**config.mk**
```make
export PLATFORM = sky130hd
export DESIGN_NAME = gate_driver_fault_manager
export DESIGN_NICKNAME = d
export VERILOG_FILES = /design/src/rtl/gdfm_pkg.sv /design/src/rtl/pin_sync.sv /design/src/rtl/hold_timer.sv /design/src/rtl/gate_driver_fault_manager.sv
export VERILOG_INCLUDE_DIRS = /design/src /design/src/rtl
export SDC_FILE = /design/constraint.sdc
export NUM_CORES = 1
export LEC_CHECK = 0
export BUFFER_PORTS_ARGS = -buffer_cell sky130_fd_sc_hd__clkbuf_2
export CORE_MARGIN = 2
export CORE_UTILIZATION = 57
export DETAILED_ROUTE_END_ITERATION = 12
export PLACE_DENSITY = 0.77
export SYNTH_ARGS = -nofsm -noshare
export SYNTH_HDL_FRONTEND = slang
export SYNTH_SLANG_ARGS = --single-unit
```
**constraint.sdc**
```tcl
create_clock -name sys_clk_i -period 1.52 [get_ports sys_clk_i]
set_input_delay 0.228 -clock sys_clk_i [delete_from_list [all_inputs] [get_ports sys_clk_i]]
set_output_delay 0.228 -clock sys_clk_i [all_outputs]
set_load 0.01 [all_outputs]
```
**src/rtl/gdfm_defines.svh**
```systemverilog
// Constants of the gate driver fault manager: timing, pin slots, levels.
// Assumes a single 25 MHz system clock and asynchronous pin inputs.
`ifndef GDFM_DEFINES_SVH
`define GDFM_DEFINES_SVH

// ****************************************************************
// Timing
// ****************************************************************
`define GDFM_CLK_PERIOD_NS 40
`define GDFM_QUIET_NS 30000
`define GDFM_CONFIRM_NS 9000
`define GDFM_QUIET_CYC ((`GDFM_QUIET_NS + `GDFM_CLK_PERIOD_NS - 1) / `GDFM_CLK_PERIOD_NS)
`define GDFM_CONFIRM_CYC ((`GDFM_CONFIRM_NS + `GDFM_CLK_PERIOD_NS - 1) / `GDFM_CLK_PERIOD_NS)

// ****************************************************************
// Synchroniser slots and levels
// ****************************************************************
`define GDFM_SYNC_W 6
`define GDFM_SLOT_CMD_UP 0
`define GDFM_SLOT_CMD_LO 1
`define GDFM_SLOT_EXT_UP 2
`define GDFM_SLOT_EXT_LO 3
`define GDFM_SLOT_HALT 4
`define GDFM_SLOT_MODE 5
`define GDFM_SYNC_RST 6'h3f
`define GDFM_LEVEL_HIGH 1'b1
`define GDFM_LEVEL_LOW 1'b0
`define GDFM_CH_UP 0
`define GDFM_CH_LO 1

`endif

```
**src/rtl/gdfm_pkg.sv**
```systemverilog
// Types shared by the gate driver fault manager files.
// Assumes nothing beyond a SystemVerilog compiler.
package gdfm_pkg;

  typedef enum logic [1:0] {
    ST_RUN,
    ST_FAULT,
    ST_RELEASE
  } fm_state_type;

endpackage

```
**src/rtl/pin_sync.sv**
```systemverilog
// Two-flop synchroniser for a bundle of pin levels.
// Assumes a synchronous active-high reset and a reset level per bit.
`timescale 1ns/1ns
module pin_sync #(
  parameter int WIDTH = 1,
  parameter logic [WIDTH-1:0] RST_VAL = '0
) (
  input wire logic sys_clk_i,
  input wire logic srst_i,
  input wire logic [WIDTH-1:0] pin_i,
  output logic [WIDTH-1:0] sync_o
);

  logic [WIDTH-1:0] meta_r;
  logic [WIDTH-1:0] meta_nxt;
  logic [WIDTH-1:0] sync_r;
  logic [WIDTH-1:0] sync_nxt;

  always_comb begin
    meta_nxt = pin_i;
    sync_nxt = meta_r;
  end

  always_ff @(posedge sys_clk_i) begin
    if (srst_i) begin
      meta_r <= RST_VAL;
      sync_r <= RST_VAL;
    end else begin
      meta_r <= meta_nxt;
      sync_r <= sync_nxt;
    end
  end

  assign sync_o = sync_r;

endmodule // pin_sync

```
**src/rtl/hold_timer.sv**
```systemverilog
// Counts how long a condition has held without a break.
// Assumes the caller drops run_i to restart the measurement.
`timescale 1ns/1ns
module hold_timer #(
  parameter int unsigned COUNT = 16
) (
  input wire logic sys_clk_i,
  input wire logic srst_i,
  input wire logic run_i,
  output logic done_o
);

  localparam int CW = $clog2(COUNT + 1);

  logic [CW-1:0] cnt_r;
  logic [CW-1:0] cnt_nxt;
  logic done_r;
  logic done_nxt;

  // Done rises only after COUNT+1 held edges, so the time is strictly
  // longer than the figure it stands for.
  always_comb begin
    cnt_nxt = '0;
    done_nxt = 1'b0;
    if (run_i) begin
      if (cnt_r == CW'(COUNT)) begin
        cnt_nxt = cnt_r;
        done_nxt = 1'b1;
      end else begin
        cnt_nxt = cnt_r + 1'b1;
      end
    end
  end

  always_ff @(posedge sys_clk_i) begin
    if (srst_i) begin
      cnt_r <= '0;
      done_r <= 1'b0;
    end else begin
      cnt_r <= cnt_nxt;
      done_r <= done_nxt;
    end
  end

  assign done_o = done_r;

endmodule // hold_timer

```
**src/rtl/gate_driver_fault_manager.sv**
```systemverilog
// Fault manager of a dual-channel gate driver core.
// Assumes pins arrive as levels and the halt line is resolved outside.
`timescale 1ns/1ns
`include "gdfm_defines.svh"
module gate_driver_fault_manager #(
  parameter int unsigned QUIET_CYC = `GDFM_QUIET_CYC,
  parameter int unsigned CONFIRM_CYC = `GDFM_CONFIRM_CYC
) (
  input wire logic sys_clk_i,
  input wire logic srst_i,
  input wire logic fault_mode_i,
  input wire logic primary_fault_in_n_i,
  input wire logic upper_cmd_i,
  input wire logic lower_cmd_i,
  input wire logic upper_ext_fault_n_i,
  input wire logic lower_ext_fault_n_i,
  output logic fault_report_n_o,
  output logic fault_report_n_oe_o,
  output logic upper_gate_on_o,
  output logic upper_gate_off_o,
  output logic upper_gate_slow_off_o,
  output logic lower_gate_on_o,
  output logic lower_gate_off_o,
  output logic lower_gate_slow_off_o
);

  // ****************************************************************
  // Input synchronisation
  // ****************************************************************
  logic [`GDFM_SYNC_W-1:0] pins;
  logic [`GDFM_SYNC_W-1:0] pins_s;

  assign pins[`GDFM_SLOT_CMD_UP] = upper_cmd_i;
  assign pins[`GDFM_SLOT_CMD_LO] = lower_cmd_i;
  assign pins[`GDFM_SLOT_EXT_UP] = upper_ext_fault_n_i;
  assign pins[`GDFM_SLOT_EXT_LO] = lower_ext_fault_n_i;
  assign pins[`GDFM_SLOT_HALT] = primary_fault_in_n_i;
  assign pins[`GDFM_SLOT_MODE] = fault_mode_i;

  // Reset value keeps fault inputs released and commands off.
  pin_sync #(
    .WIDTH(`GDFM_SYNC_W),
    .RST_VAL(`GDFM_SYNC_RST & ~((`GDFM_SYNC_W)'(1) << `GDFM_SLOT_CMD_UP)
      & ~((`GDFM_SYNC_W)'(1) << `GDFM_SLOT_CMD_LO))
  ) u_sync (
    .sys_clk_i(sys_clk_i),
    .srst_i(srst_i),
    .pin_i(pins),
    .sync_o(pins_s)
  );

  logic [1:0] cmd_s;
  logic [1:0] ext_s;
  logic halt_low_s;
  logic seq_mode_s;

  assign cmd_s[`GDFM_CH_UP] = pins_s[`GDFM_SLOT_CMD_UP];
  assign cmd_s[`GDFM_CH_LO] = pins_s[`GDFM_SLOT_CMD_LO];
  assign ext_s[`GDFM_CH_UP] = ~pins_s[`GDFM_SLOT_EXT_UP];
  assign ext_s[`GDFM_CH_LO] = ~pins_s[`GDFM_SLOT_EXT_LO];
  assign halt_low_s = ~pins_s[`GDFM_SLOT_HALT];
  assign seq_mode_s = pins_s[`GDFM_SLOT_MODE];

  // ****************************************************************
  // Reset-sequence timers
  // ****************************************************************
  gdfm_pkg::fm_state_type state_r;
  gdfm_pkg::fm_state_type state_nxt;
  logic quiet_done;
  logic confirm_done;
  logic quiet_run;
  logic confirm_run;

  // A primary-side fault is timed from its entry, not from its removal:
  // the halt line stays low from our own report, and waiting for it to
  // rise would deadlock every driver sharing it.
  assign quiet_run = (state_r == gdfm_pkg::ST_FAULT) && (ext_s == 2'b00);
  assign confirm_run = (state_r == gdfm_pkg::ST_FAULT) && (cmd_s == 2'b00);

  hold_timer #(
    .COUNT(QUIET_CYC)
  ) u_quiet (
    .sys_clk_i(sys_clk_i),
    .srst_i(srst_i),
    .run_i(quiet_run),
    .done_o(quiet_done)
  );

  hold_timer #(
    .COUNT(CONFIRM_CYC)
  ) u_confirm (
    .sys_clk_i(sys_clk_i),
    .srst_i(srst_i),
    .run_i(confirm_run),
    .done_o(confirm_done)
  );

  // ****************************************************************
  // Fault state
  // ****************************************************************
  logic [1:0] aff_r;
  logic [1:0] aff_nxt;
  logic report_r;
  logic report_nxt;

  always_comb begin
    state_nxt = state_r;
    aff_nxt = aff_r;
    case (state_r)
      gdfm_pkg::ST_RUN: begin
        if (halt_low_s || (ext_s != 2'b00)) begin
          state_nxt = gdfm_pkg::ST_FAULT;
          aff_nxt = ext_s;
        end
      end
      gdfm_pkg::ST_FAULT: begin
        aff_nxt = aff_r | ext_s;
        if (quiet_done && confirm_done && (ext_s == 2'b00)) begin
          state_nxt = gdfm_pkg::ST_RELEASE;
        end
      end
      gdfm_pkg::ST_RELEASE: begin
        if (ext_s != 2'b00) begin
          state_nxt = gdfm_pkg::ST_FAULT;
          aff_nxt = aff_r | ext_s;
        end else if (!halt_low_s) begin
          state_nxt = gdfm_pkg::ST_RUN;
          aff_nxt = 2'b00;
        end
      end
      default: begin
        state_nxt = gdfm_pkg::ST_FAULT;
      end
    endcase
    report_nxt = (state_nxt == gdfm_pkg::ST_FAULT);
  end

  always_ff @(posedge sys_clk_i) begin
    if (srst_i) begin
      state_r <= gdfm_pkg::ST_RUN;
      aff_r <= 2'b00;
      report_r <= 1'b0;
    end else begin
      state_r <= state_nxt;
      aff_r <= aff_nxt;
      report_r <= report_nxt;
    end
  end

  // ****************************************************************
  // Channel output stages
  // ****************************************************************
  logic [1:0] on_r;
  logic [1:0] on_nxt;
  logic [1:0] off_r;
  logic [1:0] off_nxt;
  logic [1:0] slow_r;
  logic [1:0] slow_nxt;

  genvar ch;
  generate
    for (ch = 0; ch < 2; ch++) begin : g_ch
      always_comb begin
        if (state_nxt == gdfm_pkg::ST_RUN) begin
          on_nxt[ch] = cmd_s[ch];
        end else begin
          // A locked channel may only stay on, never turn on again.
          on_nxt[ch] = on_r[ch] && cmd_s[ch] && seq_mode_s
            && !aff_nxt[ch];
        end
        slow_nxt[ch] = !on_nxt[ch] && aff_nxt[ch]
          && (state_nxt != gdfm_pkg::ST_RUN);
        off_nxt[ch] = !on_nxt[ch] && !slow_nxt[ch];
      end
    end
  endgenerate

  always_ff @(posedge sys_clk_i) begin
    if (srst_i) begin
      on_r <= 2'b00;
      off_r <= 2'b11;
      slow_r <= 2'b00;
    end else begin
      on_r <= on_nxt;
      off_r <= off_nxt;
      slow_r <= slow_nxt;
    end
  end

  // ****************************************************************
  // Outputs
  // ****************************************************************
  // The open-drain report only ever drives low, so the data bit is
  // constant low and the enable carries the fault.
  assign fault_report_n_o = `GDFM_LEVEL_LOW;
  assign fault_report_n_oe_o = report_r;
  assign upper_gate_on_o = on_r[`GDFM_CH_UP];
  assign upper_gate_off_o = off_r[`GDFM_CH_UP];
  assign upper_gate_slow_off_o = slow_r[`GDFM_CH_UP];
  assign lower_gate_on_o = on_r[`GDFM_CH_LO];
  assign lower_gate_off_o = off_r[`GDFM_CH_LO];
  assign lower_gate_slow_off_o = slow_r[`GDFM_CH_LO];

  // ****************************************************************
  // Assertions
  // ****************************************************************
  a_halt_forces_fault: assert property (
    @(posedge sys_clk_i) disable iff (srst_i)
    (state_r == gdfm_pkg::ST_RUN && halt_low_s)
      |=> (state_r == gdfm_pkg::ST_FAULT && fault_report_n_oe_o))
    else $error("Halt line low did not enter the fault state.");

  a_immediate_all_off: assert property (
    @(posedge sys_clk_i) disable iff (srst_i)
    (state_r == gdfm_pkg::ST_RUN && halt_low_s && !seq_mode_s)
      |=> (!upper_gate_on_o && !lower_gate_on_o))
    else $error("Immediate mode left a channel on after a fault.");

  a_no_new_turnon: assert property (
    @(posedge sys_clk_i) disable iff (srst_i)
    (state_r != gdfm_pkg::ST_RUN && !upper_gate_on_o
      && state_nxt != gdfm_pkg::ST_RUN) |=> !upper_gate_on_o)
    else $error("A locked channel turned on.");

  a_seq_hold_on: assert property (
    @(posedge sys_clk_i) disable iff (srst_i)
    (seq_mode_s && lower_gate_on_o && cmd_s[`GDFM_CH_LO]
      && ext_s == 2'b00 && !aff_r[`GDFM_CH_LO]) |=> lower_gate_on_o)
    else $error("Sequenced mode dropped a commanded channel early.");

  a_affected_off: assert property (
    @(posedge sys_clk_i) disable iff (srst_i)
    (state_r == gdfm_pkg::ST_RUN && ext_s[`GDFM_CH_UP])
      |=> (!upper_gate_on_o && upper_gate_slow_off_o))
    else $error("Affected channel not slowly switched off.");

  a_report_held: assert property (
    @(posedge sys_clk_i) disable iff (srst_i)
    (state_r == gdfm_pkg::ST_FAULT) |-> (fault_report_n_oe_o
      && !(upper_gate_on_o && aff_r[`GDFM_CH_UP])
      && !(lower_gate_on_o && aff_r[`GDFM_CH_LO])))
    else $error("Fault not reported or outputs not locked.");

  a_release_seq: assert property (
    @(posedge sys_clk_i) disable iff (srst_i)
    (state_r == gdfm_pkg::ST_FAULT && quiet_done && confirm_done
      && ext_s == 2'b00) |=> !fault_report_n_oe_o)
    else $error("Fault output not released after reset sequence.");

  a_normal_paths: assert property (
    @(posedge sys_clk_i) disable iff (srst_i)
    (state_r == gdfm_pkg::ST_RUN) |-> (!lower_gate_slow_off_o
      && (lower_gate_on_o ^ lower_gate_off_o)))
    else $error("Normal operation used a wrong output path.");

  a_primary_std_off: assert property (
    @(posedge sys_clk_i) disable iff (srst_i)
    (state_r == gdfm_pkg::ST_RUN && halt_low_s && ext_s == 2'b00)
      |=> (!upper_gate_slow_off_o && !lower_gate_slow_off_o))
    else $error("Primary fault used the slow-off path.");

  a_locked_off: assert property (
    @(posedge sys_clk_i) disable iff (srst_i)
    (state_r == gdfm_pkg::ST_FAULT && !seq_mode_s)
      |=> (!upper_gate_on_o && !lower_gate_on_o))
    else $error("Immediate mode let a channel stay on in fault.");

  a_ext_reports: assert property (
    @(posedge sys_clk_i) disable iff (srst_i)
    (state_r == gdfm_pkg::ST_RUN && ext_s != 2'b00)
      |=> (state_r == gdfm_pkg::ST_FAULT && fault_report_n_oe_o))
    else $error("Secondary fault was not reported.");

  a_release_to_run: assert property (
    @(posedge sys_clk_i) disable iff (srst_i)
    (state_r == gdfm_pkg::ST_RELEASE && ext_s == 2'b00 && !halt_low_s)
      |=> (state_r == gdfm_pkg::ST_RUN && !fault_report_n_oe_o))
    else $error("Released driver did not return to operation.");

  a_slow_needs_aff: assert property (
    @(posedge sys_clk_i) disable iff (srst_i)
    lower_gate_slow_off_o |-> (aff_r[`GDFM_CH_LO]
      && state_r != gdfm_pkg::ST_RUN))
    else $error("Slow-off used without a secondary fault.");

  a_unaffected_std: assert property (
    @(posedge sys_clk_i) disable iff (srst_i)
    (state_r == gdfm_pkg::ST_RUN && ext_s == 2'b01 && !seq_mode_s)
      |=> (lower_gate_off_o && !lower_gate_slow_off_o))
    else $error("Unaffected channel not switched off normally.");

  a_lower_affected: assert property (
    @(posedge sys_clk_i) disable iff (srst_i)
    (state_r == gdfm_pkg::ST_RUN && ext_s[`GDFM_CH_LO])
      |=> (!lower_gate_on_o && lower_gate_slow_off_o))
    else $error("Lower channel not slowly switched off.");

  a_lower_stays_off: assert property (
    @(posedge sys_clk_i) disable iff (srst_i)
    (state_r == gdfm_pkg::ST_FAULT && !lower_gate_on_o)
      |=> !lower_gate_on_o)
    else $error("A locked lower channel turned on.");

  a_seq_cmd_off: assert property (
    @(posedge sys_clk_i) disable iff (srst_i)
    (state_r == gdfm_pkg::ST_FAULT && !cmd_s[`GDFM_CH_UP])
      |=> !upper_gate_on_o)
    else $error("Turn-off command did not switch the channel off.");

  a_fault_waits: assert property (
    @(posedge sys_clk_i) disable iff (srst_i)
    (state_r == gdfm_pkg::ST_FAULT && !(quiet_done && confirm_done))
      |=> (state_r == gdfm_pkg::ST_FAULT))
    else $error("Fault state left before the reset sequence ended.");

endmodule // gate_driver_fault_manager

```
==> impl_metrics.toml <==
[run_status]
status = "completed"

[placement]
dp_cells = 249
gp_congestion = 0.901
postPlaceCellArea_sq_mm = 0.00193
dpl_worst_slack_ps = 88.9
place_hpwl_um = 2490
io_buffers = 14

[synthesis]
syn_area_sq_mm = 0.00182
synth-warning-count = 0
yosysTopAreaCell = "dfxtp_1"
synth_fp_nets = 208
ys_ff_latch = 43
async_flop_share_pct = 0
yosysTopAreaCellShare_pct = 47.2
ys_top_cells_by_area = "dfxtp_1 47%, a21oi_1 4.1%, nor3_1 3.0%"
yosysSeqAreaShare_pct = 47.2
avgSynthCellArea_sq_um = 9.30
synth_cells = 196
synth_cell_types = 51
synth_edf_count = 0
synth-main-ff-cell = "dfxtp_1"

[layout]
stdcell_area_sq_mm = 0.00201
fin_nets = 224
final_core_util_pct = 65.7
drive_gt1_share_pct = 23.0
fill_cells = 267
multi_input_area_sq_um = 901
ff_latch_area_sq_um = 865
area_growth_pct = 10.1
fin_cells = 257
antenna_cells = 0

[detailed_routing]
drt_iter0_drc = 101
drt-total-wl_um = 3500
vias = 1475
firstDrtPassIters = 4
drt-vias-per-instance = 5.74
drt_drc_violations_left = 0
ant_nets = 0
wire_per_inst_um = 13.6

[clocking]
cts_hold_buf = 0
ctsRootBufferMaster = "clkbuf_4"
cts_buffer_depth = 2
ctsResizeCount = 0
cts_sinks = 43
h-tree-depth = 2
clk_pin_slew_ps = 140
postCtsSetupBuffers = 0
cts_made_buffers = 5
cts_tree = "yes"
clkLatencyLatePin_ps = 360

[timing]
final-setup-viol-count = 0
slew_violations = 0
whs_ps = 38.3
clock_skew_ps = 13.8
tns_ps = 0
grt_setup_unrepaired = "false"
clock.fmax_mhz = 709
finalCritPeriodShare_pct = 92.8
period_needed_ps = 1410
fin_ws_ps = 109
finalHoldViolCount = 0

[critical_path]
critPathKind = "flip-flop to flip-flop"
endpoint_kind = "flip-flop"
cp.required_ps = 1810
crit_path_max_fanout = 7
cp-start-kind = "flip-flop"
critPathArrivalTime_ps = 1700
reg2reg_depth = 3

[pwr]
p_leak_nw = 0.720
p_sw_share_pct = 25.9
seq_power_share_pct = 61.5
total_power_mw = 1.92
p_int_mw = 1.42
clkPwrFrac_pct = 31.4
p_sw_mw = 0.498
powerDensity_mw_per_mm2 = 957
combPwrFrac_pct = 7.1
vdd_drop_max_uv = 826

[global_routing]
busiest_layer = "met2"
grt_pass1_wl_um = 5730
grt_pass1_vias = 1257
met3_usage_pct = 6.40
overflow = 0
antenna_found_initial = 0
grt_max_degree = 17
grtUsageTotal_pct = 21.2
gr-usage-met1_pct = 27.3
grtUsageMet2_pct = 34.2

[floorplanning]
die_h_um = 60.6
num_io_pins = 16
core_area_sq_mm = 0.00305
core.rowCount = 20
die_area_sq_mm = 0.00367
start_util_pct = 59.7
die_x_um = 60.6

[run]
cap_violations = 0

[min_path]
holdCritPathClass = "input pin to flip-flop"
hold-path-cell-count = 2
logic make-up (layout without fill, tap and decap cells):
logic type,after synthesis,count (layout),synth area share (%)
AO/OA/AOI/OAI,44,44,14.9
flip-flops,43,43,47.2
AND/OR/NAND/NOR,84,84,28.8
multiplexers,1,1,0.549
buffers and inverters,16,33,4.12
adder cells (fa/ha/maj),4,4,2.75
other,1,1,0.206
XOR/XNOR,3,3,1.44
path summary, 6_finish.rpt:
path                                 startpoint                             to  slack [ps]
hold reg to reg     u_sync.meta_r[4]$_SDFF_PP1_    u_sync.sync_o[4]$_SDFF_PP1_         430
setup / recovery  u_quiet.cnt_r[4]$_SDFFE_PP0N_  u_quiet.cnt_r[9]$_SDFFE_PP0N_         110
setup reg to reg  u_quiet.cnt_r[4]$_SDFFE_PP0N_  u_quiet.cnt_r[9]$_SDFFE_PP0N_         110
hold / removal              upper_ext_fault_n_i    u_sync.meta_r[2]$_SDFF_PP1_          40
cell usage after synthesis, types with 2 or more instances:
library cell and number:
dfxtp_1 43, o21ai_0 11, inv_1 8, nor2b_1 4
nand2_2 2, nand4_2 2, nor3b_1 3, buf_2 3
clkbuf_1 3, nand3_1 8, or3_1 6, and4b_1 2
nor3_1 11, or4_1 2, nand4b_1 2, ha_1 4
xor2_1 2, o31ai_1 3, and2_1 2, a21oi_1 15
nor2_1 5, a31oi_1 3, nand2b_1 2, nand2_1 11
a211oi_1 5, or2_2 8, nand3b_1 2
per-layer routing:
metal  vias up  part of all wire (%)
met5         -                     0
met4         0                   2.1
met3        11                   4.0
met2        50                    49
met1       679                    45
li1        735                     -
final cells by class:
| class | instances | area share, % |
|---|---|---|
| clock buffer | 5 | 1.87 |
| clock inverter | 3 | 1.31 |
| inverter | 8 | 1.50 |
| multi-input combinational | 137 | 44.9 |
| sequential | 43 | 43.1 |
| tap | 44 | 2.74 |
| timing repair buffer | 17 | 4.61 |
registers in the layout, summed over array words and instances, names as in the netlist, 6 cells and up:
signal / count
u_quiet.cnt_r: 10
u_sync.sync_o: 6
u_sync.meta_r: 6
u_confirm.cnt_r: 8
worst max-delay path: stages (launching register included):
cell,delay (ps)
dfxtp_1,530
nand4_2,170
or4_1,490
a21oi_1,150
power groups by stage:
stage / clock [mW] / sequential, mW / combinational (mW)
after CTS: 0.616 / 1.18 / 0.135
after floorplan: 0 / 1.20 / 0.0951
final: 0.603 / 1.18 / 0.136
after global placement: 0 / 1.20 / 0.128
after global routing: 0.678 / 1.19 / 0.152
after detailed placement: 0 / 1.21 / 0.134
cell usage in the layout (no fill, tap or decap), drive strengths merged, types with 4 or more instances in the layout:
master  count
dfxtp      43
clkbuf     19
a21oi      15
nand2      13
o21ai      11
nor3       11
inv        11
or2         9
nand3       8
or3         6
a211oi      5
nor2        5
nor2b       4
ha          4
nor3b       4
Note: power is estimated with default switching activity, not from simulation.
